$ cat config.mk
export PLATFORM = sky130hd
export DESIGN_NAME = apts_sequencer
export DESIGN_NICKNAME = d
export VERILOG_FILES = /design/src/rtl/apts_pkg.sv /design/src/rtl/apts_mclk_timer.sv /design/src/rtl/apts_sequencer.sv
export SDC_FILE = /design/constraint.sdc
export NUM_CORES = 1
export LEC_CHECK = 0
export CAP_MARGIN = 20
export CORE_MARGIN = 2
export CORE_UTILIZATION = 40
export CTS_BUF_LIST = sky130_fd_sc_hd__clkbuf_8
export DETAILED_ROUTE_END_ITERATION = 8
export DONT_BUFFER_PORTS = 1
export SYNTH_ARGS = -nofsm -noshare
export SYNTH_HDL_FRONTEND = slang
export SYNTH_HIERARCHICAL = 1
export SYNTH_SLANG_ARGS = --single-unit
$ cat constraint.sdc
create_clock -name clock_i -period 6.9 [get_ports clock_i]
set_clock_uncertainty 0.05 [all_clocks]
set_input_delay 0.69 -clock clock_i [delete_from_list [all_inputs] [get_ports clock_i]]
set_output_delay 0.69 -clock clock_i [all_outputs]
set_load 0.01 [all_outputs]
$ cat src/rtl/apts_pkg.sv
// Package of constants and types for the ADC power-up and autotrim sequencer
package apts_pkg;
   localparam int unsigned CLK_FREQ_HZ       = 200_000_000;
   localparam int unsigned CLK_PERIOD_PS     = 5000;
   // Master clock figures are quoted for this rate
   localparam int unsigned MCLK_REF_HZ       = 4_000_000;
   // Wake-up time from full power-down, ns
   localparam int unsigned WAKE_TIME_NS      = 5000;
   localparam int unsigned WAKE_CYCLES       = (WAKE_TIME_NS * 1000 + CLK_PERIOD_PS - 1)
                                               / CLK_PERIOD_PS;
   // Durations given in ns or us, then converted to master clock periods at the quoted rate
   localparam int unsigned CONV_TIME_NS      = 4600;
   localparam int unsigned CONV_MCLK         = CONV_TIME_NS * (MCLK_REF_HZ / 1_000_000) / 1000;
   localparam int unsigned CAL_FULL_US       = 31250;
   localparam int unsigned CAL_GO_US         = 6940;
   localparam int unsigned CAL_ONE_US        = 3470;
   localparam int unsigned CAL_FULL_MCLK     = CAL_FULL_US * (MCLK_REF_HZ / 1_000_000);
   localparam int unsigned CAL_GO_MCLK       = CAL_GO_US * (MCLK_REF_HZ / 1_000_000);
   localparam int unsigned CAL_ONE_MCLK      = CAL_ONE_US * (MCLK_REF_HZ / 1_000_000);
   localparam int unsigned CNT_W             = 20;
   // Power select codes {hi, lo}
   localparam logic [1:0]  PSEL_SLEEP_CTRL   = 2'h0;
   localparam logic [1:0]  PSEL_NORMAL       = 2'h1;
   localparam logic [1:0]  PSEL_FULL_DOWN    = 2'h2;
   localparam logic [1:0]  PSEL_PARTIAL      = 2'h3;
   // Calibration type codes
   localparam logic [1:0]  CAL_FULL          = 2'h0;
   localparam logic [1:0]  CAL_GAIN_OFFSET   = 2'h1;
   localparam logic [1:0]  CAL_OFFSET        = 2'h2;
   localparam logic [1:0]  CAL_GAIN          = 2'h3;
   // Power state codes on the status port
   localparam logic [1:0]  PWR_ON            = 2'h0;
   localparam logic [1:0]  PWR_PARTIAL       = 2'h1;
   localparam logic [1:0]  PWR_FULL          = 2'h2;
   typedef enum logic [6:0] {
      ST_POWERON = 7'h01,
      ST_DOWN    = 7'h02,
      ST_WAKE    = 7'h04,
      ST_IDLE    = 7'h08,
      ST_CAL     = 7'h10,
      ST_CONV    = 7'h20,
      ST_PARTIAL = 7'h40
   } apts_state_t;
endpackage

$ cat src/rtl/apts_mclk_timer.sv
// Down-counter of master clock periods, the time base for conversions and calibrations
`timescale 1ns/100ps
module apts_mclk_timer #(
   parameter int unsigned CNT_W = 20
) (
   input  wire logic             clock_i,
   input  wire logic             resetn_i,
   input  wire logic             mclk_tick_i,
   input  wire logic             load_i,
   input  wire logic [CNT_W-1:0] count_i,
   output logic                  done_o
);
   logic [CNT_W-1:0] cnt_reg;
   logic [CNT_W-1:0] cnt_next;
   logic             run_reg;
   logic             run_next;
   logic             done_reg;
   logic             done_next;

   always_comb
   begin
      cnt_next  = cnt_reg;
      run_next  = run_reg;
      done_next = 1'b0;
      if (load_i)
      begin
         cnt_next = count_i;
         run_next = 1'b1;
      end
      else if (run_reg && mclk_tick_i)
      begin
         if (cnt_reg <= 1)
         begin
            run_next  = 1'b0;
            done_next = 1'b1;
         end
         cnt_next = cnt_reg - 1'b1;
      end
   end

   always_ff @(posedge clock_i or negedge resetn_i)
   begin
      if (!resetn_i)
      begin
         cnt_reg  <= '0;
         run_reg  <= 1'b0;
         done_reg <= 1'b0;
      end
      else
      begin
         cnt_reg  <= cnt_next;
         run_reg  <= run_next;
         done_reg <= done_next;
      end
   end

   assign done_o = done_reg;
endmodule

$ cat src/rtl/apts_sequencer.sv
// Power-up, power-down and autotrim sequencer of a sampling ADC
`timescale 1ns/100ps
module apts_sequencer
   import apts_pkg::*;
#(
   parameter int unsigned WAKE_CYC      = WAKE_CYCLES,
   parameter int unsigned CAL_FULL_CYC  = CAL_FULL_MCLK,
   parameter int unsigned CAL_GO_CYC    = CAL_GO_MCLK,
   parameter int unsigned CAL_ONE_CYC   = CAL_ONE_MCLK,
   parameter int unsigned CONV_CYC      = CONV_MCLK
) (
   input  wire logic       clock_i,
   input  wire logic       resetn_i,
   input  wire logic       master_clock_in_i,
   input  wire logic       trim_n_i,
   input  wire logic       sleep_n_i,
   input  wire logic       sample_start_pin_i,
   input  wire logic       reg_write_i,
   input  wire logic       power_select_hi_i,
   input  wire logic       power_select_lo_i,
   input  wire logic       trim_start_bit_i,
   input  wire logic [1:0] cal_type_i,
   input  wire logic       soft_convert_i,
   output logic            busy_o,
   output logic            ready_o,
   output logic [1:0]      power_state_o,
   output logic            reference_on_o,
   output logic            poweron_cal_done_o
);
   import apts_pkg::*;

   // Only the wake and full calibration lengths are checked against the counter width; a zero length would end after one tick, like a length of one
   if (WAKE_CYC < 1 || WAKE_CYC >= (1 << CNT_W) || CAL_FULL_CYC >= (1 << CNT_W)
       || CONV_CYC < 1 || CAL_ONE_CYC < 1 || CAL_GO_CYC < 1)
   begin : g_param_check
      $error("apts_sequencer: timing parameter out of counter range");
   end

   function automatic logic [CNT_W-1:0] cal_len(input logic [1:0] kind);
      case (kind)
         CAL_FULL:        cal_len = CNT_W'(CAL_FULL_CYC);
         CAL_GAIN_OFFSET: cal_len = CNT_W'(CAL_GO_CYC);
         default:         cal_len = CNT_W'(CAL_ONE_CYC);
      endcase
   endfunction

   apts_state_t      state_reg;
   apts_state_t      state_next;
   logic [1:0]       psel_reg;
   logic [1:0]       psel_next;
   logic [1:0]       caltype_reg;
   logic [1:0]       caltype_next;
   logic             pwron_reg;
   logic             pwron_next;
   logic             trim_q_reg;
   logic             start_q_reg;
   logic             mclk_q_reg;
   logic             first_reg;
   logic [CNT_W-1:0] wake_reg;
   logic [CNT_W-1:0] wake_next;
   logic             busy_reg;
   logic             busy_next;
   logic             ready_reg;
   logic             ready_next;
   logic [1:0]       pstate_reg;
   logic [1:0]       pstate_next;
   logic             refon_reg;
   logic             refon_next;
   logic             cal_pend_reg;
   logic             cal_pend_next;
   logic             tmr_load;
   logic [CNT_W-1:0] tmr_count;
   logic             tmr_done;
   logic             mclk_tick;
   logic             trim_rise;
   logic             start_fall;
   logic             start_rise;
   logic             want_down;
   logic             want_partial;
   logic             cal_req;

   assign mclk_tick  = master_clock_in_i & ~mclk_q_reg;
   assign trim_rise  = trim_n_i & ~trim_q_reg;
   assign start_fall = ~sample_start_pin_i & start_q_reg;
   assign start_rise = sample_start_pin_i & ~start_q_reg;
   // A request in the cycle that launches the pending one is kept, not lost
   assign cal_req    = (reg_write_i && trim_start_bit_i)
                       || (trim_rise && !first_reg && state_reg != ST_POWERON);

   always_comb
   begin
      want_down    = 1'b0;
      want_partial = 1'b0;
      case (psel_reg)
         PSEL_SLEEP_CTRL: want_down    = ~sleep_n_i;
         PSEL_NORMAL:     want_down    = 1'b0;
         PSEL_FULL_DOWN:  want_down    = 1'b1;
         PSEL_PARTIAL:    want_partial = 1'b1;
         default:         want_down    = 1'b0;
      endcase
   end

   // One timer serves calibration and conversion; the two never overlap
   apts_mclk_timer #(
      .CNT_W       (CNT_W)
   ) u_timer (
      .clock_i     (clock_i),
      .resetn_i    (resetn_i),
      .mclk_tick_i (mclk_tick),
      .load_i      (tmr_load),
      .count_i     (tmr_count),
      .done_o      (tmr_done)
   );

   always_comb
   begin
      state_next    = state_reg;
      psel_next     = psel_reg;
      caltype_next  = caltype_reg;
      pwron_next    = pwron_reg;
      wake_next     = wake_reg;
      cal_pend_next = cal_pend_reg;
      tmr_load      = 1'b0;
      tmr_count     = '0;
      if (reg_write_i)
      begin
         psel_next = {power_select_hi_i, power_select_lo_i};
         if (trim_start_bit_i)
         begin
            caltype_next  = cal_type_i;
            cal_pend_next = 1'b1;
         end
      end
      if (trim_rise && !first_reg && state_reg != ST_POWERON)
      begin
         caltype_next  = reg_write_i && trim_start_bit_i ? cal_type_i : caltype_reg;
         cal_pend_next = 1'b1;
      end
      case (state_reg)
         ST_POWERON:
         begin
            // Trim high at reset release skips calibration
            if (first_reg && trim_n_i)
            begin
               pwron_next = 1'b1;
               state_next = ST_IDLE;
            end
            else if (trim_rise)
            begin
               caltype_next = CAL_FULL;
               tmr_load     = 1'b1;
               tmr_count    = cal_len(CAL_FULL);
               state_next   = ST_CAL;
            end
         end
         ST_DOWN, ST_PARTIAL:
         begin
            // Wake on falling edge or on request
            if (start_fall || cal_pend_reg
                || (!want_down && (state_reg == ST_DOWN || !want_partial)))
            begin
               wake_next  = CNT_W'(WAKE_CYC);
               state_next = ST_WAKE;
            end
         end
         ST_WAKE:
         begin
            if (wake_reg <= 1)
               state_next = ST_IDLE;
            else
               wake_next = wake_reg - 1'b1;
         end
         ST_IDLE:
         begin
            if (cal_pend_reg)
            begin
               cal_pend_next = cal_req;
               tmr_load      = 1'b1;
               tmr_count     = cal_len(caltype_next);
               state_next    = ST_CAL;
            end
            else if (start_rise || soft_convert_i)
            begin
               tmr_load   = 1'b1;
               tmr_count  = CNT_W'(CONV_CYC);
               state_next = ST_CONV;
            end
            // Under sleep control, stay up while the start pin is low, awaiting its rise
            else if (want_down
                     && (sample_start_pin_i || psel_reg != PSEL_SLEEP_CTRL))
               state_next = ST_DOWN;
            else if (want_partial)
               state_next = ST_PARTIAL;
         end
         ST_CAL:
         begin
            // Return to idle or full down, never straight to partial
            if (tmr_done)
            begin
               pwron_next = 1'b1;
               state_next = want_down ? ST_DOWN : ST_IDLE;
               // Held partial code must be written again
               if (!reg_write_i && psel_reg == PSEL_PARTIAL)
                  psel_next = PSEL_NORMAL;
            end
         end
         ST_CONV:
         begin
            if (tmr_done)
               state_next = want_down ? ST_DOWN : (want_partial ? ST_PARTIAL : ST_IDLE);
         end
         default: state_next = ST_POWERON;
      endcase
   end

   // Outputs registered from the next state so they line up with it
   always_comb
   begin
      busy_next   = (state_next == ST_CAL) || (state_next == ST_CONV);
      ready_next  = (state_next == ST_IDLE);
      refon_next  = (state_next != ST_DOWN);
      pstate_next = PWR_ON;
      if (state_next == ST_DOWN)
         pstate_next = PWR_FULL;
      else if (state_next == ST_PARTIAL)
         pstate_next = PWR_PARTIAL;
   end

   always_ff @(posedge clock_i or negedge resetn_i)
   begin
      if (!resetn_i)
      begin
         state_reg    <= ST_POWERON;
         psel_reg     <= PSEL_SLEEP_CTRL;
         caltype_reg  <= CAL_FULL;
         pwron_reg    <= 1'b0;
         wake_reg     <= '0;
         cal_pend_reg <= 1'b0;
         trim_q_reg   <= 1'b0;
         start_q_reg  <= 1'b1;
         mclk_q_reg   <= 1'b0;
         first_reg    <= 1'b1;
         busy_reg     <= 1'b0;
         ready_reg    <= 1'b0;
         pstate_reg   <= PWR_ON;
         refon_reg    <= 1'b1;
      end
      else
      begin
         state_reg    <= state_next;
         psel_reg     <= psel_next;
         caltype_reg  <= caltype_next;
         pwron_reg    <= pwron_next;
         wake_reg     <= wake_next;
         cal_pend_reg <= cal_pend_next;
         trim_q_reg   <= trim_n_i;
         start_q_reg  <= sample_start_pin_i;
         mclk_q_reg   <= master_clock_in_i;
         first_reg    <= 1'b0;
         busy_reg     <= busy_next;
         ready_reg    <= ready_next;
         pstate_reg   <= pstate_next;
         refon_reg    <= refon_next;
      end
   end

   assign busy_o             = busy_reg;
   assign ready_o            = ready_reg;
   assign power_state_o      = pstate_reg;
   assign reference_on_o     = refon_reg;
   assign poweron_cal_done_o = pwron_reg;
endmodule

* Word level (Yosys, flattened, before mapping) *
Cells that the tools add are included.

word-level totals
  bits in registers = 64
  bits of input ports = 13
  output and inout bits = 6

operators by class
  eq/ne operators = 21
  reduce and logical (&&, ||, !) cells = 30
  bitwise gates (word level) = 9
  add/subtract/negate cells = 2
  mux-type cells = 59
  order comparisons = 2

operators by type and width
  kind                                                              number
  two-way mux 20 bit                                                5
  two-way mux 7 bit                                                 12
  case mux 20 bit (2 select lines)                                  2
  case mux 7 bit (6 select lines)                                   1
  less-or-equal comparator 20 x 1 -> 1 bit (second input constant)  2
  subtractor 20 x 1 -> 20 bit (second input constant)               2
  two-way mux 17 bit                                                2
  case mux 17 bit (2 select lines)                                  1
  two-way mux 2 bit                                                 12
  two-way mux 1 bit                                                 19
  equality test 7 x 2 -> 1 bit (second input constant)              2
  equality test 7 x 4 -> 1 bit (second input constant)              2
  equality test 7 x 5 -> 1 bit (second input constant)              2
  equality test 7 x 6 -> 1 bit (second input constant)              2
  equality test 7 bit (second input constant)                       2
  nonzero test 2 bit                                                5
  logical AND 1 bit                                                 8
  equality test 7 x 1 -> 1 bit (second input constant)              1
  equality test 7 x 3 -> 1 bit (second input constant)              1
  logical OR 1 bit                                                  7
  inequality test 7 x 1 -> 1 bit (second input constant)            1
  inequality test 7 x 2 -> 1 bit (second input constant)            1
  inequality test 2 bit (second input constant)                     3
  case mux 1 bit (2 select lines)                                   3
  other kinds (12)                                                  25

* Logic depth before layout (Yosys ltp) *
Gate-level depths: netlist (run 1).

  depth after elaboration = 11
  mapped depth = 8
  gate-level depth less buffers = 7

* Modules after synthesis *
The synthesis (run 1) kept the hierarchy.

modules (own cells, without submodules)
  module           seq. area each (um2)  area an instance (um2)  cells each  instances
  apts_sequencer   1056.0                2488.6                  270         1
  apts_mclk_timer  550.5                 1291.2                  143         1

* Least setup slack after synthesis (run 1) *
OpenSTA, ideal clock, no wires.

  path kind = reg2reg
  from = register wake_reg[15]
  to = register busy_reg, in the netlist busy_o
  stages on the path, launching flop included = 6
  period minus slack after synthesis = 2.235 ns
  path slack = 4.665 ns
  required time = 6.709 ns
  data arrival time = 2.044 ns
  path through = dfrtp_1 > or4_4 > nor4_4 > a21oi_4 > nor4_1 > o22ai_1

on the way
  cells in the longest elaborated chain, start to end = 5
  elaborated cells on any way between the ends = 6

RTL lines
  element                                                                       RTL line               RTL
  start: declaration                                                            apts_sequencer.sv:59   logic [CNT_W-1:0] wake_reg;
  start signal: assignment                                                      apts_sequencer.sv:254  wake_reg <= wake_next;
  less-or-equal comparator 20 x 1 -> 1 bit *                                    apts_sequencer.sv:168  if (wake_reg <= 1)
  two-way mux 7 bit *                                                           apts_sequencer.sv:168
  case mux 7 bit (6 select lines) *                                             apts_sequencer.sv:139  case (state_reg)
  equality test 7 x 5 -> 1 bit or equality test 7 x 6 -> 1 bit (tied branches)  apts_sequencer.sv:219  busy_next = (state_next == ST_CAL) || (state_next == ST_CONV);
  logical OR 1 bit *                                                            apts_sequencer.sv:219
  net busy_next                                                                 apts_sequencer.sv:62   logic busy_next;
  end signal: assignment                                                        apts_sequencer.sv:260  busy_reg <= busy_next;
  end: declaration                                                              apts_sequencer.sv:61   logic busy_reg;

The timed path passes the listed nets; every way through them passes the cells marked *.
A chain may end at the register's enable or synchronous reset.

* Final worst setup path (run 1) *
  from = register state_reg[4]
  to = register u_timer.cnt_reg[18]

on the way
  cells in the longest elaborated chain, start to end = 3
  elaborated cells on any way between the ends = 6

RTL lines
  element                                                                       RTL line               RTL
  start: declaration                                                            apts_sequencer.sv:47   apts_state_t state_reg;
  start signal: assignment                                                      apts_sequencer.sv:250  state_reg <= state_next;
  equality test 7 x 4 -> 1 bit or equality test 7 x 1 -> 1 bit (tied branches)  apts_sequencer.sv:139
  case mux 1 bit (2 select lines) *                                             apts_sequencer.sv:139
  net tmr_load                                                                  apts_sequencer.sv:71   logic tmr_load;
  two-way mux 20 bit or nonzero test 2 bit (tied branches)                      n/a
  end signal: assignment                                                        apts_mclk_timer.sv:51  cnt_reg <= cnt_next;
  end: declaration                                                              apts_mclk_timer.sv:13  logic [CNT_W-1:0] cnt_reg;

Marks and branches as above.

==> impl_metrics.env, run 1 <==
export IMPL_status="complete, no violations"
export IMPL_crit_path_top_delay_cell="nor4_1"
export IMPL_drv_slew=0
export IMPL_avgSynthCellArea_um2=9.15
export IMPL_max_stage_delay_ns=0.55
export IMPL_drtIter0Drc=120
export IMPL_vias=3133
export IMPL_required_ns=7.07
export IMPL_routed_wl_met2_um=4070
export IMPL_cap_violations=0
export IMPL_crit_path_end_kind="register"
export IMPL_worstMarginPinSlew_ns=0.672
export IMPL_ys_seq_area_frac=0.425
export IMPL_insertion_delay_ns=0.34
export IMPL_wl_um=8740
export IMPL_fin_setup_tns_ns=0
export IMPL_wl_met3_um=395
export IMPL_switching_share=0.382
export IMPL_boundaryPins=19
export IMPL_crit_arrival_ns=2.83
export IMPL_nets=433
export IMPL_fill_cells=886
export IMPL_r2r_start="state_reg[4]$_DFF_PN0_"
export IMPL_path_buf_inv=2
export IMPL_numCtsBuffers=9
export IMPL_ant_nets=0
export IMPL_cp_num_cells=8
export IMPL_gp_congestion=0.840
export IMPL_cellLeakagePower_nw=1.49
export IMPL_routed_top_layer="met4"
export IMPL_clockBufferDepth=2
export IMPL_rsz0062_at_grt="false"
export IMPL_p_int_w=0.000844
export IMPL_cts_tree="yes"
export IMPL_ys_flop_type="dfrtp_1"
export IMPL_post_dp_cell_area_um2=3890
export IMPL_die_area_um2=10200
export IMPL_vias_per_cell=5.89
export IMPL_dp_cells=515
export IMPL_layout_commonest_cell="dfrtp_1"
export IMPL_post_drt_wl_per_cell_um=16.4
export IMPL_synthesis_area_um2=3780
export IMPL_r2r_cells=8
export IMPL_power_frac_comb=0.323
export IMPL_ys_ff_latch=64
export IMPL_path_delay_family="simple AND/OR/NAND/NOR gates"
export IMPL_overflow=0
export IMPL_crit_chain="nor4_1, nand4_1, o21ai_2, buf_4, inv_1, nand2_1, mux2i_1, a211o_1"
export IMPL_postLayoutCoreUtil=0.448
export IMPL_power_frac_seq=0.431
export IMPL_port_buffers=0
export IMPL_cts_sinks=64
export IMPL_startpoint="state_reg[4]$_DFF_PN0_"
export IMPL_ir_drop_mv=0.208
export IMPL_first_global_vias=2993
export IMPL_htree_num_levels=3
export IMPL_post_dp_hpwl_um=6100
export IMPL_synthCells=413
export IMPL_core_um2=9200
export IMPL_critical_path_class="register to register"
export IMPL_drive_above_1_share=0.0950
export IMPL_rows=35
export IMPL_syn2layout_area_growth_pct=9.10
export IMPL_synth_edff_count=0
export IMPL_die_h_um=101
export IMPL_regToRegSetupSlack_ns=4.25
export IMPL_fmax_mhz=377
export IMPL_post_cts_resized=0
export IMPL_antenna_found_initial=0
export IMPL_hold_violations=0
export IMPL_min_period_ns=2.65
export IMPL_start_util=0.411
export IMPL_yosys_warnings=6
export IMPL_r2r_end="u_timer/cnt_reg[18]$_DFFE_PN0P_"
export IMPL_synth_distinct_cells=64
export IMPL_whs_ns=0.132
export IMPL_setup_viol=0
export IMPL_most_common_layout_cells="60 x dfrtp_1, 42 x nor2_1, 36 x nand2_1"
export IMPL_final_area_um2=4120
export IMPL_diodes=0
export IMPL_grt_max_degree=61
export IMPL_power_density_nw_per_um2=331
export IMPL_first_pass_iters=5
export IMPL_die_w_um=101
export IMPL_finalCritPeriodShare=0.385
export IMPL_worstHoldPathType="primary input to asynchronous set/reset pin"
export IMPL_clock_power_share=0.246
export IMPL_async_reset_ff_frac=1.00
export IMPL_final_cells=532
export IMPL_worstPathMaxFanout=41
export IMPL_grt_pass1_wl_um=14900
export IMPL_cp_start_kind="register"
export IMPL_clk_pin_slew_ns=0.08
export IMPL_slew_limit_headroom=0.540
export IMPL_wl_met1_um=4170
export IMPL_grt_total_usage=0.184
export IMPL_drcViolationCount=0
export IMPL_cts_root_buf="clkbuf_8"
export IMPL_switchingPower_w=0.000521
## synthesized netlist by cell type (3+ instances only)
cell	number	area [um^2]
and3_1	3	18.8
clkbuf_1	12	45.0
or3_1	7	43.8
a31oi_1	6	37.5
nand3b_1	3	22.5
o311ai_0	4	35.0
o21ai_0	29	145
mux2i_1	5	50.1
a2111oi_0	3	26.3
buf_2	4	20.0
or2_2	4	25.0
nor2_1	42	158
nor4_1	14	87.6
a21oi_1	13	65.1
nor3_1	15	75.1
dfstp_2	4	105
nor3b_1	4	30.0
nor4_4	3	63.8
nand4b_1	4	35.0
a221o_1	3	30.0
xor2_1	9	78.8
xnor2_1	13	114
a21o_1	3	22.5
dfrtp_1	60	1500
nand2b_1	5	31.3
inv_1	11	41.3
nand2_1	36	135
or4_1	5	37.5
nand3_1	15	75.1
nand4_1	9	56.3
ha_1	4	50.1
o41ai_1	4	35.0
o31ai_1	5	37.5
nor2b_1	11	68.8
## power by group through the flow
| stage | logic, W | registers (W) | clock network (W) |
|---|---|---|---|
| after detailed placement | 0.000431 | 0.000594 | 0 |
| final | 0.000441 | 0.000588 | 0.000336 |
| after CTS | 0.000442 | 0.000587 | 0.000350 |
| after floorplan | 0.000379 | 0.000544 | 0 |
| after global placement | 0.000422 | 0.000590 | 0 |
| after global routing | 0.000499 | 0.000606 | 0.000367 |
## per-layer routing
| metal | global-route usage | vias up |
|---|---|---|
| met4 | 0.0478 | 0 |
| met5 | 0 | - |
| li1 | - | 1536 |
| met1 | 0.253 | 1509 |
| met2 | 0.297 | 79 |
| met3 | 0.0393 | 9 |
## per-stage QoR
step                      worst slack (ns)  power, W
after floorplan                       4.66  0.000923
after global placement                4.39   0.00101
after detailed placement              4.32   0.00102
after global routing                  3.87   0.00147
after CTS                             4.29   0.00138
final                                 4.25   0.00137
## cell type report
cell class,count,area [um^2],share of cell area
Clock inverter,5,55.1,0.0133
Clock buffer,11,151,0.0367
Multi-Input combinational cell,326,2080,0.505
Sequential cell,64,1610,0.390
Inverter,11,41.3,0.0100
Tap cell,111,139,0.0337
Timing Repair Buffer,4,50.0,0.0121
## timing repair
action | 4_1_cts | 5_1_grt
hold endpoints to repair | 60 | 0
buffers inserted | 0 | 0
hold buffers | 1 | 0
## worst max path at each step
| stage | to |
|---|---|
| 6_report | u_timer/cnt_reg[18]$_DFFE_PN0P_ |
| 5_1_grt | u_timer/cnt_reg[18]$_DFFE_PN0P_ |
| 4_1_cts | u_timer/cnt_reg[18]$_DFFE_PN0P_ |
| 3_5_place_dp | u_timer/cnt_reg[18]$_DFFE_PN0P_ |
| 3_3_place_gp | u_timer/run_reg$_DFFE_PN0P_ |
| 2_1_floorplan | busy_o$_DFF_PN0_ |
## cells by family after synthesis
family                   after synthesis  synth area share
buffers and inverters                 30            0.0324
other                                  1          0.000992
multiplexers                           6            0.0162
flip-flops                            64             0.425
XOR/XNOR                              22            0.0510
AND/OR/NAND/NOR                      193             0.288
adder cells (fa/ha/maj)                4            0.0132
AO/OA/AOI/OAI                         93             0.173
No activity file was read; power rests on OpenSTA's default activity.
==> inputs of run 2 (changes only) <==
clock period = 2.2 ns   (was 6.9 ns; I/O delays follow)
==> impl_metrics.env, run 2 (synthesis gave the netlist of run 1 again) <==
export IMPL_hold_violations=0
export IMPL_vias_per_cell=5.64
export IMPL_post_drt_wl_per_cell_um=15.8
export IMPL_overflow=0
export IMPL_grt_max_degree=65
export IMPL_finalCritPeriodShare=0.984
export IMPL_fmax_mhz=462
export IMPL_first_pass_iters=4
export IMPL_ir_drop_mv=0.482
export IMPL_final_cells=575
export IMPL_multi_input_area_um2=2160
export IMPL_port_buffers=0
export IMPL_cts_root_buf="clkbuf_8"
export IMPL_required_ns=2.34
export IMPL_grt_pass1_wl_um=15300
export IMPL_worstHoldPathType="primary input to register"
export IMPL_r2r_cells=5
export IMPL_power_density_nw_per_um2=997
export IMPL_crit_path_end_kind="register"
export IMPL_die_w_um=101
export IMPL_insertion_delay_ns=0.34
export IMPL_min_period_ns=2.17
export IMPL_cts_sinks=64
export IMPL_setup_viol=0
export IMPL_clockBufferDepth=2
export IMPL_r2r_end="busy_o$_DFF_PN0_"
export IMPL_register_area_um2=1610
export IMPL_drtIter0Drc=121
export IMPL_cts_tree="yes"
export IMPL_status="complete, no violations"
export IMPL_die_area_um2=10200
export IMPL_cp_start_kind="register"
export IMPL_critical_path_class="register to register"
export IMPL_boundaryPins=19
export IMPL_syn2layout_area_growth_pct=20.9
export IMPL_numCtsBuffers=9
export IMPL_crit_arrival_ns=2.30
export IMPL_postLayoutCoreUtil=0.497
export IMPL_antenna_found_initial=0
export IMPL_worstPathMaxFanout=4
export IMPL_dp_cells=548
export IMPL_start_util=0.411
export IMPL_hold_depth=2
export IMPL_hold_start="trim_start_bit_i"
export IMPL_layout_commonest_cell="dfrtp_1"
export IMPL_grt_total_usage=0.189
export IMPL_die_h_um=101
export IMPL_diodes=0
export IMPL_core_um2=9200
export IMPL_cellLeakagePower_nw=1.73
export IMPL_fill_cells=845
export IMPL_worstMarginPinSlew_ns=0.550
export IMPL_drv_slew=0
export IMPL_most_common_layout_cells="58 x dfrtp_1, 41 x nor2_1, 37 x buf_4"
export IMPL_first_global_vias=3172
export IMPL_vias=3241
export IMPL_r2r_start="wake_reg[17]$_DFFE_PN0P_"
export IMPL_whs_endpoint="cal_pend_reg$_DFF_PN0_"
export IMPL_nets=476
export IMPL_htree_num_levels=3
export IMPL_gp_congestion=0.859
export IMPL_rsz0062_at_grt="true"
export IMPL_drcViolationCount=0
export IMPL_regToRegSetupSlack_ns=0.03
export IMPL_slew_limit_headroom=0.624
export IMPL_wl_um=9070
export IMPL_clk_pin_slew_ns=0.07
export IMPL_post_dp_hpwl_um=6460
export IMPL_ant_nets=0
export IMPL_cap_violations=0
export IMPL_drive_above_1_share=0.190
export IMPL_rows=35
==> run 2: stage by stage <==
step	total power [W]	setup TNS (ns)	worst slack, ns	hold WS, ns	cell area, um^2
final	0.00456	0	0.0344	0.0453	4570
after global routing	0.00492	-0.145	-0.0565	0.0509	4570
after CTS	0.00451	-0.0325	-0.0325	0.0397	4480
after floorplan	0.00290	0	0.00711	-0.126	3810
after global placement	0.00336	-0.0872	-0.0872	-0.124	4170
after detailed placement	0.00339	-0.0615	-0.0567	-0.123	4170
==> run 2: timing repair <==
action                                  4_1_cts  5_1_grt
hold endpoints to repair                     69        0
hold buffers                                  8        0
buffers inserted                              0        4
gates cloned                                  0        0
resized for setup                             3       13
endpoints found under the setup margin        2       37
pin swaps                                     0        2
==> run 2: worst max-delay path, cell delays in order, from the launching register on <==
cell	delay, ns
dfrtp_1	0.41
or4_4	0.52
nor4_4	0.37
a21oi_4	0.13
nor4_2	0.36
o22ai_1	0.17
==> run 2: power breakdown <==
group	total (W)	internal (W)	switching (W)
registers	0.00182	0.00147	0.000348
clock network	0.00103	0.000574	0.000458
logic	0.00171	0.000800	0.000909
==> run 2: layout make-up <==
cell class | count | area share
clock buffer | 11 | 0.0331
clock inverter | 5 | 0.0104
inverter | 11 | 0.00904
multi-input combinational | 326 | 0.474
sequential | 64 | 0.352
tap | 111 | 0.0304
timing repair buffer | 47 | 0.0909
==> run 2: worst max path at each step <==
stage,start,end,depth (start not counted)
after global routing,wake_reg[17]$_DFFE_PN0P_,busy_o$_DFF_PN0_,5
after CTS,wake_reg[15]$_DFFE_PN0P_,busy_o$_DFF_PN0_,5
after floorplan,wake_reg[15]$_DFFE_PN0P_,busy_o$_DFF_PN0_,5
after global placement,state_reg[6]$_DFF_PN0_,busy_o$_DFF_PN0_,5
after detailed placement,state_reg[6]$_DFF_PN0_,busy_o$_DFF_PN0_,5
final,wake_reg[17]$_DFFE_PN0P_,busy_o$_DFF_PN0_,5
==> run 2: routing by layer <==
layer,global-route usage,share of wire,up-vias
met5,0,0,-
met4,0.0790,0.017,0
met3,0.0311,0.036,12
met2,0.294,0.46,47
met1,0.264,0.49,1555
li1,-,-,1627
